==> src/rtxa_params.svh <==
// Purpose: Offsets, reset values, codes and counts for the radio addressing and retry core
// Assumes: Register indices are command selectors on the configuration port
// Notes: Included by its bare name
`ifndef RTXA_PARAMS_SVH
`define RTXA_PARAMS_SVH
// Configuration port register indices
`define RTXA_IDX_ASSOC_STATUS 4'h0
`define RTXA_IDX_SERIAL_UPPER 4'h1
`define RTXA_IDX_SERIAL_LOWER 4'h2
`define RTXA_IDX_SHORT_SRC 4'h3
`define RTXA_IDX_DEST_UPPER 4'h4
`define RTXA_IDX_DEST_LOWER 4'h5
`define RTXA_IDX_APP_RETRY 4'h6
`define RTXA_IDX_TX_OPTS 4'h7
`define RTXA_IDX_MAX_PAYLOAD 4'h8
`define RTXA_IDX_ENCRYPT 4'h9
`define RTXA_IDX_MAC_MODE 4'ha
`define RTXA_IDX_ASSOC_OPTS 4'hb
`define RTXA_IDX_FRAMED_SEL 4'hc
`define RTXA_IDX_COMPAT 4'hd
// Reset values
`define RTXA_RST_SHORT_SRC 16'h0000
`define RTXA_RST_DEST 32'h0000_0000
`define RTXA_RST_APP_RETRY 3'h0
`define RTXA_RST_TX_OPTS 8'h00
`define RTXA_RST_ENCRYPT 1'b0
`define RTXA_RST_MAC_MODE 2'h0
`define RTXA_RST_ASSOC_OPTS 4'h0
`define RTXA_RST_FRAMED_SEL 2'h0
`define RTXA_RST_COMPAT 8'h00
// Association status codes
`define RTXA_ST_OK 8'h00
`define RTXA_ST_REFUSED 8'h03
`define RTXA_ST_PAN_MISMATCH 8'h05
`define RTXA_ST_CHAN_MISMATCH 8'h06
`define RTXA_ST_NO_RESP 8'h0c
`define RTXA_ST_DISASSOC 8'h13
`define RTXA_ST_INIT 8'hff
// Address constants
`define RTXA_SHORT_OFF 16'hfffe
`define RTXA_SHORT_OFF_OLD 16'hffff
`define RTXA_BCAST_LOWER 32'h0000_ffff
// Option bit positions
`define RTXA_OPT_NO_ACK 0
`define RTXA_OPT_BCAST_PAN 2
`define RTXA_OPT_SECURE 4
`define RTXA_AOPT_PAN_REASSIGN 0
`define RTXA_AOPT_CHAN_REASSIGN 1
`define RTXA_AOPT_AUTO_ASSOC 2
`define RTXA_COMPAT_TX 0
// Counts and sizes
`define RTXA_APP_RETRY_MAX 3'h6
`define RTXA_MAC_SENDS 3'h6
`define RTXA_BCAST_EXTRA 4'h2
`define RTXA_SHORT_EXTRA 8'h06
`define RTXA_SECURE_PENALTY 8'h04
`define RTXA_ENC_COMPAT_MAX 8'h5f
`endif

==> src/rtxa_pkg.sv <==
// Purpose: Types for the radio addressing and retry core
// Assumes: Constants live in rtxa_params.svh
// Notes: State of the core is one packed struct
package rtxa_pkg;
  typedef enum logic [1:0] {TX_IDLE, TX_WAIT} rtxa_tx_state_t;

  typedef struct packed {
    logic [7:0] assoc_status;
    logic [15:0] short_src_addr;
    logic [31:0] dest_upper;
    logic [31:0] dest_lower;
    logic [2:0] app_retry_count;
    logic [7:0] tx_option_flags;
    logic encryption_on;
    logic [1:0] mac_header_mode;
    logic [3:0] enddev_assoc_opts;
    logic [7:0] compat_opts;
    logic [1:0] framed_interface_sel;
    logic [31:0] rdata;
    logic rvalid;
    logic [7:0] max_payload;
    rtxa_tx_state_t tx_state;
    logic tx_bcast;
    logic tx_acks;
    logic [2:0] mac_left;
    logic [2:0] app_left;
    logic [3:0] bc_left;
    logic tx_start;
    logic [63:0] tx_dest;
    logic tx_short_dest;
    logic tx_ack_req;
    logic tx_src_long;
    logic tx_encrypt;
    logic tx_bcast_pan;
    logic tx_secure;
    logic tx_done;
    logic tx_fail;
    logic rx_deliver;
    logic rx_long_ind;
    logic rx_send_ack;
  } rtxa_state_t;
endpackage : rtxa_pkg

==> src/rtxa_core.sv <==
// Purpose: Link-layer addressing, status, retry and encryption gating of a low-rate radio
// Assumes: All inputs except rst_n_i synchronous to ref_clk_i; RF engine reports one result per send
// Notes: Cipher itself is outside; this core only steers and filters
`timescale 1ns/1ns
`include "rtxa_params.svh"

module rtxa_core #(
  parameter logic [31:0] SERIAL_UPPER = 32'h0000_0001, // Arbitrary value
  parameter logic [31:0] SERIAL_LOWER = 32'h0000_0002, // Arbitrary value
  parameter logic [7:0] PAYLOAD_PLAIN = 8'h64, // Long-address payload, no cipher
  parameter logic [7:0] PAYLOAD_ENC = 8'h5a // Long-address payload, cipher on
) (
  input wire logic ref_clk_i, // Core clock
  input wire logic rst_n_i, // Async reset, active low
  input wire logic cfg_wr_i, // Register write strobe
  input wire logic cfg_rd_i, // Register read strobe
  input wire logic [3:0] cfg_idx_i, // Register index
  input wire logic [31:0] cfg_wdata_i, // Write data
  output logic [31:0] cfg_rdata_o, // Read data
  output logic cfg_rvalid_o, // Read data valid pulse

  input wire logic scan_refused_i, // Coordinator refuses associations
  input wire logic scan_pan_mismatch_i, // Found PAN with other identifier
  input wire logic scan_chan_mismatch_i, // Found PAN on other channel
  input wire logic assoc_no_resp_i, // Association request unanswered
  input wire logic assoc_ok_i, // Started or associated
  input wire logic disassoc_i, // Disassociated or disassociating
  input wire logic [63:0] coord_addr_i, // Coordinator address with assoc_ok_i

  input wire logic tx_req_i, // Send request
  input wire logic [7:0] tx_frame_opts_i, // Per-frame options
  input wire logic [7:0] tx_len_i, // Payload bytes
  input wire logic tx_result_i, // One send finished
  input wire logic tx_acked_i, // That send was acknowledged

  input wire logic rx_valid_i, // Received packet pulse
  input wire logic rx_dst_long_i, // Destination field is 64-bit
  input wire logic [63:0] rx_dst_i, // Destination field
  input wire logic rx_encrypted_i, // Packet was encrypted
  input wire logic rx_ack_req_i, // Header asks for acknowledgment

  output logic [7:0] max_payload_o, // Current payload limit
  output logic tx_busy_o, // Request in progress
  output logic tx_start_o, // Send one packet pulse
  output logic [63:0] tx_dest_o, // Destination for the send
  output logic tx_short_dest_o, // Use 16-bit destination
  output logic tx_bcast_o, // Broadcast send
  output logic tx_ack_req_o, // Header ack request bit
  output logic tx_mac_ack_o, // Expect MAC acknowledgment
  output logic tx_src_long_o, // Use 64-bit source
  output logic tx_encrypt_o, // Cipher the payload
  output logic tx_bcast_pan_o, // Broadcast PAN identifier
  output logic tx_secure_o, // Secure-session send
  output logic tx_done_o, // Request succeeded pulse
  output logic tx_fail_o, // Request failed pulse

  output logic rx_deliver_o, // Forward packet to host pulse
  output logic rx_long_ind_o, // Report as 64-bit indication
  output logic rx_send_ack_o // Return acknowledgment pulse
);

  rtxa_pkg::rtxa_state_t s_q;
  rtxa_pkg::rtxa_state_t s_d;
  logic [7:0] np_cur;
  logic [7:0] eff_opts;
  logic [63:0] dest64;
  logic dest_bcast;
  logic dest_short;
  logic short_off;
  logic app_hdr;
  logic mac_acks;
  logic [7:0] len_limit;

  // Derived addressing and payload terms, shared by both paths
  always_comb begin
    dest64 = {s_q.dest_upper, s_q.dest_lower};
    dest_bcast = (s_q.dest_upper == 32'h0) &&
                 (s_q.dest_lower == `RTXA_BCAST_LOWER);
    dest_short = (s_q.dest_upper == 32'h0) &&
                 (s_q.dest_lower < `RTXA_BCAST_LOWER);
    short_off = (s_q.short_src_addr == `RTXA_SHORT_OFF) ||
                (s_q.short_src_addr == `RTXA_SHORT_OFF_OLD);

    // Modes 0 and 3 carry the app header; modes 0 and 2 use MAC acknowledgments
    app_hdr = (s_q.mac_header_mode == 2'h0) || (s_q.mac_header_mode == 2'h3);
    mac_acks = (s_q.mac_header_mode == 2'h0) || (s_q.mac_header_mode == 2'h2);

    // Transparent uses stored options; framed uses them only when frame gives zero
    if (s_q.framed_interface_sel == 2'h0 || tx_frame_opts_i == 8'h00) begin
      eff_opts = s_q.tx_option_flags;
    end else begin
      eff_opts = tx_frame_opts_i;
    end

    if (s_q.encryption_on && s_q.compat_opts[`RTXA_COMPAT_TX]) begin
      np_cur = `RTXA_ENC_COMPAT_MAX;
    end else if (s_q.encryption_on) begin
      np_cur = PAYLOAD_ENC;
    end else begin
      np_cur = PAYLOAD_PLAIN;
    end
    if (s_q.tx_option_flags[`RTXA_OPT_SECURE]) begin
      np_cur = np_cur - `RTXA_SECURE_PENALTY;
    end

    // Secure bit of this request also costs four bytes
    len_limit = np_cur;
    if (eff_opts[`RTXA_OPT_SECURE] && !s_q.tx_option_flags[`RTXA_OPT_SECURE]) begin
      len_limit = np_cur - `RTXA_SECURE_PENALTY;
    end
    if (dest_short) begin
      len_limit = len_limit + `RTXA_SHORT_EXTRA;
    end
  end

  // Next-state logic for registers, status, transmit and receive paths
  always_comb begin
    s_d = s_q;
    s_d.rvalid = 1'b0;
    s_d.tx_start = 1'b0;
    s_d.tx_done = 1'b0;
    s_d.tx_fail = 1'b0;
    s_d.rx_deliver = 1'b0;
    s_d.rx_long_ind = 1'b0;
    s_d.rx_send_ack = 1'b0;
    s_d.max_payload = np_cur;

    // Register reads; read-only entries other than the serial halves reflect live state
    if (cfg_rd_i) begin
      s_d.rvalid = 1'b1;
      case (cfg_idx_i)
        `RTXA_IDX_ASSOC_STATUS:
          s_d.rdata = {24'h0, s_q.assoc_status};
        `RTXA_IDX_SERIAL_UPPER:
          s_d.rdata = SERIAL_UPPER;
        `RTXA_IDX_SERIAL_LOWER:
          s_d.rdata = SERIAL_LOWER;
        `RTXA_IDX_SHORT_SRC:
          s_d.rdata = {16'h0, s_q.short_src_addr};
        `RTXA_IDX_DEST_UPPER:
          s_d.rdata = s_q.dest_upper;
        `RTXA_IDX_DEST_LOWER:
          s_d.rdata = s_q.dest_lower;
        `RTXA_IDX_APP_RETRY:
          s_d.rdata = {29'h0, s_q.app_retry_count};
        `RTXA_IDX_TX_OPTS:
          s_d.rdata = {24'h0, s_q.tx_option_flags};
        `RTXA_IDX_MAX_PAYLOAD:
          s_d.rdata = {24'h0, np_cur};
        `RTXA_IDX_ENCRYPT:
          s_d.rdata = {31'h0, s_q.encryption_on};
        `RTXA_IDX_MAC_MODE:
          s_d.rdata = {30'h0, s_q.mac_header_mode};
        `RTXA_IDX_ASSOC_OPTS:
          s_d.rdata = {28'h0, s_q.enddev_assoc_opts};
        `RTXA_IDX_FRAMED_SEL:
          s_d.rdata = {30'h0, s_q.framed_interface_sel};
        `RTXA_IDX_COMPAT:
          s_d.rdata = {24'h0, s_q.compat_opts};
        default:
          s_d.rdata = 32'h0;
      endcase
    end

    // Register writes; out-of-range retry counts and cipher values are ignored, other fields keep their low bits, read-only ones drop
    if (cfg_wr_i) begin
      case (cfg_idx_i)
        `RTXA_IDX_SHORT_SRC:
          s_d.short_src_addr = cfg_wdata_i[15:0];
        `RTXA_IDX_DEST_UPPER:
          s_d.dest_upper = cfg_wdata_i;
        `RTXA_IDX_DEST_LOWER:
          s_d.dest_lower = cfg_wdata_i;
        `RTXA_IDX_APP_RETRY: begin
          if (cfg_wdata_i <= {29'h0, `RTXA_APP_RETRY_MAX}) begin
            s_d.app_retry_count = cfg_wdata_i[2:0];
          end
        end
        `RTXA_IDX_TX_OPTS:
          s_d.tx_option_flags = cfg_wdata_i[7:0];
        `RTXA_IDX_ENCRYPT: begin
          if (cfg_wdata_i[31:1] == 31'h0) begin
            s_d.encryption_on = cfg_wdata_i[0];
          end
        end
        `RTXA_IDX_MAC_MODE:
          s_d.mac_header_mode = cfg_wdata_i[1:0];
        `RTXA_IDX_ASSOC_OPTS:
          s_d.enddev_assoc_opts = cfg_wdata_i[3:0];
        `RTXA_IDX_FRAMED_SEL:
          s_d.framed_interface_sel = cfg_wdata_i[1:0];
        `RTXA_IDX_COMPAT:
          s_d.compat_opts = cfg_wdata_i[7:0];
        default:
          ;
      endcase
    end

    // Association status; peer mode needs no association at all
    if (!s_q.enddev_assoc_opts[`RTXA_AOPT_AUTO_ASSOC]) begin
      if (assoc_ok_i) begin
        s_d.assoc_status = `RTXA_ST_OK;
      end
    end else if (disassoc_i) begin
      s_d.assoc_status = `RTXA_ST_DISASSOC;
    end else if (assoc_ok_i) begin
      s_d.assoc_status = `RTXA_ST_OK;
      s_d.dest_upper = coord_addr_i[63:32];
      s_d.dest_lower = coord_addr_i[31:0];
    end else if (assoc_no_resp_i) begin
      s_d.assoc_status = `RTXA_ST_NO_RESP;
    end else if (scan_pan_mismatch_i &&
                 !s_q.enddev_assoc_opts[`RTXA_AOPT_PAN_REASSIGN]) begin
      s_d.assoc_status = `RTXA_ST_PAN_MISMATCH;
    end else if (scan_chan_mismatch_i &&
                 !s_q.enddev_assoc_opts[`RTXA_AOPT_CHAN_REASSIGN]) begin
      s_d.assoc_status = `RTXA_ST_CHAN_MISMATCH;
    end else if (scan_refused_i) begin
      s_d.assoc_status = `RTXA_ST_REFUSED;
    end

    // Transmit sequencer: one request, several sends
    case (s_q.tx_state)
      rtxa_pkg::TX_IDLE: begin
        if (tx_req_i) begin
          s_d.tx_dest = dest64;
          s_d.tx_short_dest = dest_short;
          s_d.tx_bcast = dest_bcast;
          s_d.tx_src_long = short_off || s_q.encryption_on;
          s_d.tx_encrypt = s_q.encryption_on;
          s_d.tx_bcast_pan = eff_opts[`RTXA_OPT_BCAST_PAN];
          s_d.tx_secure = eff_opts[`RTXA_OPT_SECURE];

          s_d.tx_acks = !dest_bcast && mac_acks && !eff_opts[`RTXA_OPT_NO_ACK];
          s_d.tx_ack_req = !dest_bcast && app_hdr && (s_q.app_retry_count != 3'h0);
          s_d.mac_left = `RTXA_MAC_SENDS;
          s_d.app_left = app_hdr ? s_q.app_retry_count : 3'h0;

          if (s_q.app_retry_count == 3'h0) begin
            s_d.bc_left = 4'h1;
          end else begin
            s_d.bc_left = {1'b0, s_q.app_retry_count} + `RTXA_BCAST_EXTRA;
          end
          // Oversize payload fails at once, nothing goes on air
          if (tx_len_i > len_limit) begin
            s_d.tx_fail = 1'b1;
          end else begin
            s_d.tx_start = 1'b1;
            s_d.tx_state = rtxa_pkg::TX_WAIT;
          end
        end
      end
      rtxa_pkg::TX_WAIT: begin
        if (tx_result_i) begin
          if (s_q.tx_bcast) begin
            // Broadcasts expect no acknowledgment
            s_d.bc_left = s_q.bc_left - 4'h1;
            if (s_q.bc_left == 4'h1) begin
              s_d.tx_done = 1'b1;
              s_d.tx_state = rtxa_pkg::TX_IDLE;
            end else begin
              s_d.tx_start = 1'b1;
            end
          end else if (!s_q.tx_acks || tx_acked_i) begin
            s_d.tx_done = 1'b1;
            s_d.tx_state = rtxa_pkg::TX_IDLE;
          end else if (s_q.mac_left != 3'h1) begin
            s_d.mac_left = s_q.mac_left - 3'h1;
            s_d.tx_start = 1'b1;
          end else if (s_q.app_left != 3'h0) begin
            s_d.app_left = s_q.app_left - 3'h1;
            s_d.mac_left = `RTXA_MAC_SENDS;
            s_d.tx_start = 1'b1;
          end else begin
            s_d.tx_fail = 1'b1;
            s_d.tx_state = rtxa_pkg::TX_IDLE;
          end
        end
      end
      default: s_d.tx_state = rtxa_pkg::TX_IDLE;
    endcase

    // Receive filter: cipher gate first, then address match
    if (rx_valid_i && (rx_encrypted_i || !s_q.encryption_on)) begin
      if (rx_dst_long_i) begin
        if (rx_dst_i == {SERIAL_UPPER, SERIAL_LOWER}) begin
          s_d.rx_deliver = 1'b1;
          s_d.rx_send_ack = rx_ack_req_i;
        end
      end else if (rx_dst_i[15:0] == `RTXA_SHORT_OFF_OLD) begin
        s_d.rx_deliver = 1'b1;
      end else if (!short_off && rx_dst_i[15:0] == s_q.short_src_addr) begin
        s_d.rx_deliver = 1'b1;
        s_d.rx_send_ack = rx_ack_req_i;
      end

      s_d.rx_long_ind = rx_dst_long_i || (s_q.encryption_on && !short_off &&
                        (s_q.mac_header_mode == 2'h1 || s_q.mac_header_mode == 2'h2) &&
                        s_q.framed_interface_sel != 2'h0);
    end
  end

  // State register; constants only under reset
  always_ff @(posedge ref_clk_i or negedge rst_n_i) begin
    if (!rst_n_i) begin
      s_q <= '0;
      s_q.assoc_status <= `RTXA_ST_INIT;
      s_q.short_src_addr <= `RTXA_RST_SHORT_SRC;
      s_q.dest_upper <= `RTXA_RST_DEST;
      s_q.dest_lower <= `RTXA_RST_DEST;
      s_q.app_retry_count <= `RTXA_RST_APP_RETRY;
      s_q.tx_option_flags <= `RTXA_RST_TX_OPTS;
      s_q.encryption_on <= `RTXA_RST_ENCRYPT;
      s_q.mac_header_mode <= `RTXA_RST_MAC_MODE;
      s_q.enddev_assoc_opts <= `RTXA_RST_ASSOC_OPTS;
      s_q.compat_opts <= `RTXA_RST_COMPAT;
      s_q.framed_interface_sel <= `RTXA_RST_FRAMED_SEL;
      s_q.tx_state <= rtxa_pkg::TX_IDLE;
    end else begin
      s_q <= s_d;
    end
  end

  // Outputs straight from the state register
  assign cfg_rdata_o = s_q.rdata;
  assign cfg_rvalid_o = s_q.rvalid;

  assign max_payload_o = s_q.max_payload;

  assign tx_busy_o = (s_q.tx_state != rtxa_pkg::TX_IDLE);
  assign tx_start_o = s_q.tx_start;

  assign tx_dest_o = s_q.tx_dest;
  assign tx_short_dest_o = s_q.tx_short_dest;
  assign tx_bcast_o = s_q.tx_bcast;
  assign tx_ack_req_o = s_q.tx_ack_req;
  assign tx_mac_ack_o = s_q.tx_acks;
  assign tx_src_long_o = s_q.tx_src_long;
  assign tx_encrypt_o = s_q.tx_encrypt;
  assign tx_bcast_pan_o = s_q.tx_bcast_pan;
  assign tx_secure_o = s_q.tx_secure;

  assign tx_done_o = s_q.tx_done;
  assign tx_fail_o = s_q.tx_fail;

  assign rx_deliver_o = s_q.rx_deliver;
  assign rx_long_ind_o = s_q.rx_long_ind;
  assign rx_send_ack_o = s_q.rx_send_ack;

endmodule : rtxa_core

==> config.mk <==
export PLATFORM = sky130hd
export DESIGN_NAME = rtxa_core
export DESIGN_NICKNAME = d
export VERILOG_FILES = /design/src/rtxa_pkg.sv /design/src/rtxa_core.sv
export VERILOG_INCLUDE_DIRS = /design/src /design/src/src
export SDC_FILE = /design/constraint.sdc
export NUM_CORES = 1
export LEC_CHECK = 0
export BUFFER_PORTS_ARGS = -buffer_cell sky130_fd_sc_hd__buf_2
export CAP_MARGIN = 20
export CORE_MARGIN = 2
export CORE_UTILIZATION = 40
export CTS_CLUSTER_DIAMETER = 50
export DETAILED_ROUTE_END_ITERATION = 8
export GPL_TIMING_DRIVEN = 1
export PLACE_DENSITY_LB_ADDON = 0.1
export SYNTH_ARGS = -nofsm -noshare
export SYNTH_HDL_FRONTEND = slang
export SYNTH_SLANG_ARGS = --single-unit
==> constraint.sdc <==
create_clock -name ref_clk_i -period 2.6 [get_ports ref_clk_i]
set_input_delay 0.52 -clock ref_clk_i [delete_from_list [all_inputs] [get_ports ref_clk_i]]
set_output_delay 0.52 -clock ref_clk_i [all_outputs]
set_load 0.05 [all_outputs]
Word-level counts from Yosys, hierarchy flattened
Cells that the tools add are included.
- input bits: 197
- register bits after elaboration: 247
- memories: 0
- bits in latches: 0
- RAM bits: 0
- output and inout bits: 120
- ROM bits: 0
- word-level logic and storage cells: 218
- order comparisons: 3
- equal/unequal tests: 37
- $add $sub $neg: 7
- divide/modulo/power cells: 0
- reduce and logical (&&, ||, !) cells: 61
- multiply operators: 0
- bitwise operators: 0
- muxes and demuxes: 77
- shift operators: 0
- operators with widths (operator ; count):
    case mux 32 bit (14 select lines) ; 1
    2-to-1 mux 64 bit ; 3
    2-to-1 mux 8 bit ; 13
    2-to-1 mux 92 bit ; 1
    2-to-1 mux 85 bit ; 1
    == test 64 x 33 -> 1 bit (second input constant) ; 1
    2-to-1 mux 32 bit ; 2
    == test 16 bit (second input constant) ; 3
    == test 32 x 16 -> 1 bit (second input constant) ; 1
    less-or-equal comparator 32 x 3 -> 1 bit (second input constant) ; 1
    zero test 32 bit ; 1
    < comparator 32 x 16 -> 1 bit (second input constant) ; 1
    zero test 31 bit ; 1
    2-to-1 mux 6 bit ; 5
    2-to-1 mux 1 bit ; 27
    == test 4 bit (second input constant) ; 6
    case mux 11 bit (2 select lines) ; 1
    2-to-1 mux 2 bit ; 10
    2-to-1 mux 3 bit ; 6
    == test 16 bit ; 1
    == test 4 x 3 -> 1 bit (second input constant) ; 4
    != test 2 bit (second input constant) ; 8
    AND reduction 2 bit ; 8
    subtractor 8 x 3 -> 8 bit (second input constant) ; 2
    other kinds (31) ; 77

Logic depth before layout (Yosys ltp)
Gate-level depths: netlist (run 1).
- depth in word-level cells: 12
- gate-level depth with buffers: 11
- gate-level depth less buffers: 11

Least setup slack after synthesis (run 1)
OpenSTA, ideal clock, no wires.
- path kind: register to register
- start: register s_q, in the netlist dest64[49]
- end: register s_q[88] in the netlist's numbering
- data required time: 2472 ps
- data arrival time: 2269 ps
- clock period less this slack: 2397 ps
- path buffers: 0
- library setup time: 128 ps
- stages on the path, launching flop included: 12
- setup slack: 203 ps
- path through: dfrtp_1 -> nor4_1 -> nand4_1 -> nor3_2 -> nand2_2 -> o21a_1 -> ha_1 -> a21oi_1 -> o21ai_0 -> mux2i_1 -> a21oi_1 -> o21ai_0
- cells in the longest elaborated chain, start to end: 6
- ends and longest elaborated chain (item ; line ; text):
    from (decl) ; rtxa_core.sv:62 ; rtxa_pkg::rtxa_state_t s_q;
    zero test 32 bit ; rtxa_core.sv:79 ; dest_short = (s_q.dest_upper == 32'h0) &&
    logical AND 1 bit ; rtxa_core.sv:79 ;
    2-to-1 mux 8 bit ; rtxa_core.sv:111 ; if (dest_short) begin
    > comparator 8 bit ; rtxa_core.sv:245 ; if (tx_len_i > len_limit) begin
    != test 2 bit (no line) ; -- ;
    AND reduction 6 bit (no line) ; -- ;
No other way between the ends.
A chain may end at the register's enable or synchronous reset.

==> impl_metrics.py, run 1 <==
metrics = {
    "setup_path": {
        "r2r-start": "dest64[47]",
        "rr_worst_depth": 13,
        "cp_max_fo": 5,
        "arrival_ps": 3030,
        "cp-start-kind": "flip-flop",
        "r2r_slack_ps": -60,
        "cp.required_ps": 2970,
        "timing.rr.end": "tx_fail_o",
        "crit_type": "reg -> reg",
        "end_kind": "flip-flop",
    },
    "clocking": {
        "cts-buffers-inserted": 34,
        "clk_pin_slew_ps": 60,
        "htreeDepth": 2,
        "clock_sinks": 243,
        "cts_tree": "done",
        "cts_root_buffer": "clkbuf_16",
        "clk_path_buf_depth": 3,
        "clk_latency_ps": 510,
    },
    "grt": {
        "antenna_found_initial": 1,
        "grt_overflow_total": 0,
        "grt_max_degree": 61,
        "grt_pass1_vias": 10900,
        "track_usage_pct": 25.4,
        "grt_first_pass_wirelength_um": 64200,
    },
    "pwr": {
        "vdd_ir_drop_max_uv": 492,
        "leakage_nw": 7.95,
        "power_w": 0.0160,
        "p_per_area_mw_per_mm2": 1020,
    },
    "route": {
        "vias_per_cell": 5.32,
        "avgRoutedWirePerCell_um": 21.0,
        "dr.pass1.iters": 7,
        "wirelength_um": 42100,
        "vias": 10700,
        "drtIter0Drc": 660,
        "ant_nets": 0,
        "drc": 0,
    },
    "timing": {
        "fin_ws_ps": -56.2,
        "finalCritPeriodShare_pct": 102,
        "maxSlewViolCount": 0,
        "relSlewSlack_pct": 46.7,
        "holdWs_ps": 268,
        "tightest_slew_ps": 792,
        "fin_skew_ps": 17.4,
        "rsz0062_at_grt": "true",
        "hold_viol_final": 0,
        "clock.fmax_mhz": 376,
        "period_needed_ps": 2660,
        "setup_viol": 3,
    },
    "run": {
        "max-cap-violations": 0,
    },
    "floorplanning": {
        "die_x_um": 182,
        "start_util_pct": 40.3,
        "ios": 317,
        "dieArea_mm2": 0.0330,
        "core-area_mm2": 0.0313,
        "core.rowCount": 65,
        "die_h_um": 182,
    },
    "cells_and_area": {
        "final_common_cell": "buf_2",
        "diodes": 0,
        "synthToLayoutAreaGrowth_pct": 24.6,
        "layout.nets": 1796,
        "mostFrequentLayoutCells": "buf_2, dfrtp_1, nand2_1, buf_4, nor2_1",
        "drive_gt1_share_pct": 34.0,
    },
    "status": {
        "violations": "setup timing",
        "status": "finished, violations left",
    },
    "min_path": {
        "worstHoldPathCells": 3,
        "holdPathEnd": "dest64[5]",
        "hold_class": "in -> reg",
        "worstHoldStart": "coord_addr_i[5]",
    },
    "synth": {
        "yosys_warnings": 0,
        "ys_seq_area_share_pct": 48.2,
        "syn-cell-area_mm2": 0.0126,
        "ys_seq_elements": 243,
        "synth_edf_count": 0,
        "synth_area_per_cell_um2": 9.71,
        "synthDistinctLibCells": 73,
        "syn_inst": 1301,
        "synthArstFlopShare_pct": 100,
        "synth_flop_cell": "dfrtp_1",
    },
    "placed_design": {
        "dpl.hpwl_um": 31700,
        "place_congestion": 0.885,
        "port_buffers": 315,
    },
}
-- Yosys cell counts, types with 3 or more instances --
library cell	n	area, um2
mux2i_1	72	721
buf_1	4	15.0
mux2_2	32	360
nor4_1	35	219
clkbuf_1	41	154
a21oi_1	79	395
a32oi_1	3	26.3
nand4_1	26	163
nor3b_1	5	37.5
buf_2	18	90.1
nand2b_1	5	31.3
o22ai_1	32	200
nor2_1	89	334
dfrtp_1	237	5930
and2_1	4	25.0
or3_1	4	25.0
o2bb2ai_1	3	26.3
nor4b_1	4	35.0
nand3_1	12	60.1
xor2_1	9	78.8
nand2_2	5	31.3
o211ai_1	3	22.5
a211oi_1	3	22.5
mux2_1	12	135
ha_1	17	213
a22oi_1	29	218
xnor2_1	10	87.6
and3_1	3	18.8
nor3_1	7	35.0
inv_1	44	165
o21a_1	3	22.5
a222oi_1	10	100
o21ai_0	26	130
dfstp_2	6	158
a22o_1	3	26.3
a31oi_1	5	31.3
nand2_1	226	848
o21ai_1	4	20.0
buf_6	7	78.8
buf_4	108	811
nor2b_1	14	87.6
-- layer usage --
metal,routed length (um),GRT usage [%],up-vias
li1,-,-,5015
met1,18400,34.3,5174
met2,20000,41.9,409
met3,2570,4.47,73
met4,1140,7.38,2
met5,13,0,-
-- per-stage QoR --
stage | utilization (%) | setup WS (ps) | cells | area, um2 | setup TNS [ps]
floorplan | - | 203 | 1303 | 12600 | 0
global placement | 46.2 | -159 | 1942 | 14500 | -567
detailed placement | 46.2 | -259 | 1942 | 14500 | -1060
CTS | 50.1 | -29.8 | 2004 | 15700 | -71.6
global route | 50.3 | -223 | 2007 | 15700 | -646
finish | 50.3 | -56.2 | 2007 | 15700 | -97.7
-- cell families after synthesis --
logic type | synth area share, %
AND/OR/NAND/NOR | 16.7
flip-flops | 48.2
AO/OA/AOI/OAI | 11.7
buffers and inverters | 10.4
multiplexers | 9.87
XOR/XNOR | 1.32
adder cells (fa/ha/maj) | 1.68
other | 0.0595
-- cell type report --
type / instances / area (um2)
Fill cell: 2998 / 15600
Sequential cell: 243 / 6090
Multi-Input combinational cell: 837 / 5320
Timing Repair Buffer: 421 / 2500
Clock buffer: 48 / 1010
Tap cell: 402 / 503
Inverter: 45 / 169
Clock inverter: 11 / 148
-- critical path, stage by stage (launching register included) --
cell and delay [ps]:
dfrtp_1 390, nor4_2 300, buf_4 160, nand4_1 180, nor3_2 160, buf_4 160
nand2_4 70, xnor2_2 140, ha_1 310, nor2b_4 130, o21a_1 180, o21ai_2 130
a21oi_2 80, o2bb2ai_1 120
-- worst max-delay path by stage --
stage               startpoint   endpoint  slack, ps  cells after the start
finish              dest64[47]  tx_fail_o        -60                     13
global route        dest64[47]  tx_fail_o       -220                     13
CTS                 dest64[22]  tx_fail_o        -30                     12
detailed placement  dest64[27]    s_q[88]       -260                     12
global placement    dest64[39]    s_q[88]       -160                     13
floorplan           dest64[49]    s_q[88]        200                     11
-- sequential cells by signal, summed over array words and instances (netlist names), 7 cells and up --
signal,flops
cfg_rdata_o,32
dest64,64
max_payload_o,7
s_q,61
tx_dest_o,64
-- report_power, final --
group / leakage, nW / switching, W / internal (W)
clock network: 0.578 / 0.00174 / 0.00302
registers: 2.93 / 0.000753 / 0.00482
logic: 4.44 / 0.00396 / 0.00168
total: 7.95 / 0.00646 / 0.00952
-- timing repair --
item / CTS / global route
pin swaps: 9 / 4
hold buffers: 1 / 0
setup endpoints to repair: 3 / 3
cloned: 0 / 0
buffers inserted: 2 / 3
endpoints found under the hold margin: 48 / 0
resized for setup: 11 / 4
Power figures use the tool's default switching activity.
==> inputs of run 2 (changes only) <==
- CELL_PAD_IN_SITES_DETAIL_PLACEMENT: default -> 0
- CELL_PAD_IN_SITES_GLOBAL_PLACEMENT: default -> 1
- CORE_UTILIZATION: 40 -> 37
==> run 2 against run 1 <==
Against the previous run:
- the flow now finishes without violations
- setup slack better by 59 ps
- combinational power grew 2%
- total power rose by 2.0%
- die area up 7.9%
- first-iteration DRC count down 7.9%
- utilization fell by 2.9 points
- flip-flop and latch count did not move
- wire length grew 3.4%
- non-clock buffer count is 7 higher
- clock skew hardly changed
- critical endpoint unchanged
- largest power group unchanged
- highest routed layer unchanged
==> impl_metrics.py, run 2 (synthesized netlist as in run 1, its figures left out) <==
metrics = {
    "status": {
        "status": "finished clean",
    },
    "setup_path": {
        "timing.rr.end": "tx_fail_o",
        "slowest_delay_ps": 380,
        "end_kind": "flip-flop",
        "cp_max_fo": 5,
        "crit_chain": "nor4_2, buf_4, nand4_1, nor3_2, buf_4, nand2_4, mux2_4, ha_4, nand4_1, mux2i_1, a21oi_2, o2bb2ai_1",
        "r2r-start": "dest64[52]",
        "cp_slowest_cell": "dfrtp_1",
        "cp-start-kind": "flip-flop",
        "crit_type": "reg -> reg",
        "arrival_ps": 2980,
        "cp.required_ps": 2990,
        "rr_worst_depth": 12,
        "r2r_slack_ps": 3,
    },
    "clocking": {
        "clk_pin_slew_ps": 60,
        "htreeDepth": 2,
        "clk_path_buf_depth": 3,
        "cts-buffers-inserted": 35,
        "cts_root_buffer": "clkbuf_16",
        "clk_latency_ps": 520,
        "cts_tree": "done",
        "clock_sinks": 243,
    },
    "grt": {
        "grt_overflow_total": 0,
        "grt_pass1_vias": 11000,
        "track_usage_pct": 24.5,
        "grt_first_pass_wirelength_um": 66700,
        "antenna_found_initial": 3,
        "grt_max_degree": 70,
    },
    "cells_and_area": {
        "seq_area_mm2": 0.00609,
        "drive_gt1_share_pct": 34.6,
        "mostFrequentLayoutCells": "buf_2, dfrtp_1, nand2_1, buf_4, nor2_1",
        "layout.nets": 1804,
        "fill_cells": 3318,
        "final_common_cell": "buf_2",
        "stdcell_area_mm2": 0.0159,
        "stdcell_count": 2064,
        "multi_input_area_mm2": 0.00534,
        "synthToLayoutAreaGrowth_pct": 25.8,
    },
    "pwr": {
        "power.net_switching_w": 0.00662,
        "comb_power_share_pct": 35.1,
        "switching_share_pct": 40.6,
        "p_per_area_mw_per_mm2": 1030,
        "p_clk_share_pct": 30.7,
        "vdd_ir_drop_max_uv": 530,
        "power.internal_w": 0.00968,
        "p_seq_share_pct": 34.2,
        "leakage_nw": 7.97,
        "power_w": 0.0163,
    },
    "floorplanning": {
        "start_util_pct": 37.7,
        "dieArea_mm2": 0.0356,
        "core-area_mm2": 0.0335,
        "die_h_um": 189,
        "core.rowCount": 67,
        "die_x_um": 189,
        "ios": 317,
    },
    "route": {
        "drtIter0Drc": 608,
        "vias": 10700,
        "vias_per_cell": 5.20,
        "dr.pass1.iters": 5,
        "avgRoutedWirePerCell_um": 21.1,
        "drc": 0,
        "wirelength_um": 43600,
        "ant_nets": 0,
    },
    "timing": {
        "maxSlewViolCount": 0,
        "period_needed_ps": 2600,
        "fin_skew_ps": 17.1,
        "relSlewSlack_pct": 56.2,
        "holdWs_ps": 257,
        "clock.fmax_mhz": 385,
        "hold_viol_final": 0,
        "finalCritPeriodShare_pct": 99.9,
        "rsz0062_at_grt": "true",
        "fin_ws_ps": 2.55,
        "setup_viol": 0,
        "tightest_slew_ps": 657,
    },
    "min_path": {
        "worstHoldPathCells": 3,
        "hold_class": "in -> reg",
        "worstHoldStart": "coord_addr_i[50]",
        "holdPathEnd": "dest64[50]",
    },
    "placed_design": {
        "place_area_mm2": 0.0145,
        "dp.cells": 1998,
        "port_buffers": 315,
        "place_congestion": 0.874,
        "post-place-ws_ps": -313,
        "dpl.hpwl_um": 32800,
    },
    "run": {
        "max-cap-violations": 0,
    },
}
-- run 2: changes by cell type in the layout (fill, tap and decap cells not counted), sizes merged --
cell and delta:
diode +1, clkbuf -5, clkinvlp +1, clkinv +4, bufinv +2, buf +7
inv +1
-- run 2: through the flow --
| step | utilization (%) | setup TNS, ps |
|---|---|---|
| finish | 47.4 | 0 |
| global route | 47.3 | -584 |
| CTS | 47.2 | -143 |
| detailed placement | 43.3 | -850 |
| global placement | 43.3 | -526 |
| floorplan | - | 0 |
-- run 2: routing by layer --
layer	up-vias	GRT usage, %	wire length (um)
met4	2	8.59	1580
met5	-	0	13
li1	5029	-	-
met2	405	38.8	19700
met3	84	4.62	2540
met1	5213	33.6	19700
-- run 2: worst max-delay path by stage --
stage / from / to / slack (ps) / cells after the start
6_report: dest64[52] / tx_fail_o / 3 / 12
5_1_grt: dest64[52] / s_q[88] / -200 / 13
4_1_cts: dest64[34] / tx_fail_o / -60 / 12
3_5_place_dp: dest64[49] / s_q[88] / -310 / 13
3_3_place_gp: dest64[37] / s_q[88] / -190 / 12
2_1_floorplan: dest64[49] / s_q[88] / 200 / 11
-- run 2: what timing repair did --
item                                    in CTS  in global routing
pin swaps                                    8                  6
resized for setup                           10                  7
endpoints found under the hold margin       46                  0
buffers inserted                             1                  1
endpoints found under the setup margin       3                  3
hold buffers                                 1                  0
-- run 2: critical path: cells and delay by family (launching register included) --
family                     cells  cell delay [ps]
AOI/OAI and AO/OA              2              190
adders and majority gates      1              270
buffers and inverters          2              320
DFF                            1              380
muxes                          2              490
and+or+nand+nor                5              810
-- run 2: power groups by stage --
stage / Sequential, W / Clock (W) / Combinational (W)
final: 0.00557 / 0.00500 / 0.00573
after global placement: 0.00558 / 0 / 0.00571
after global routing: 0.00571 / 0.00527 / 0.00614
after CTS: 0.00558 / 0.00508 / 0.00575
after floorplan: 0.00556 / 0 / 0.00441
after detailed placement: 0.00561 / 0 / 0.00572
-- run 2: layout make-up --
class                      instances  area share (%)
clock buffer                      43            6.03
inverter                          45            1.06
clock inverter                    19            1.70
timing repair buffer             428            15.7
antenna                            1          0.0158
multi-input combinational        837            33.7
sequential                       243            38.3
tap                              448            3.53
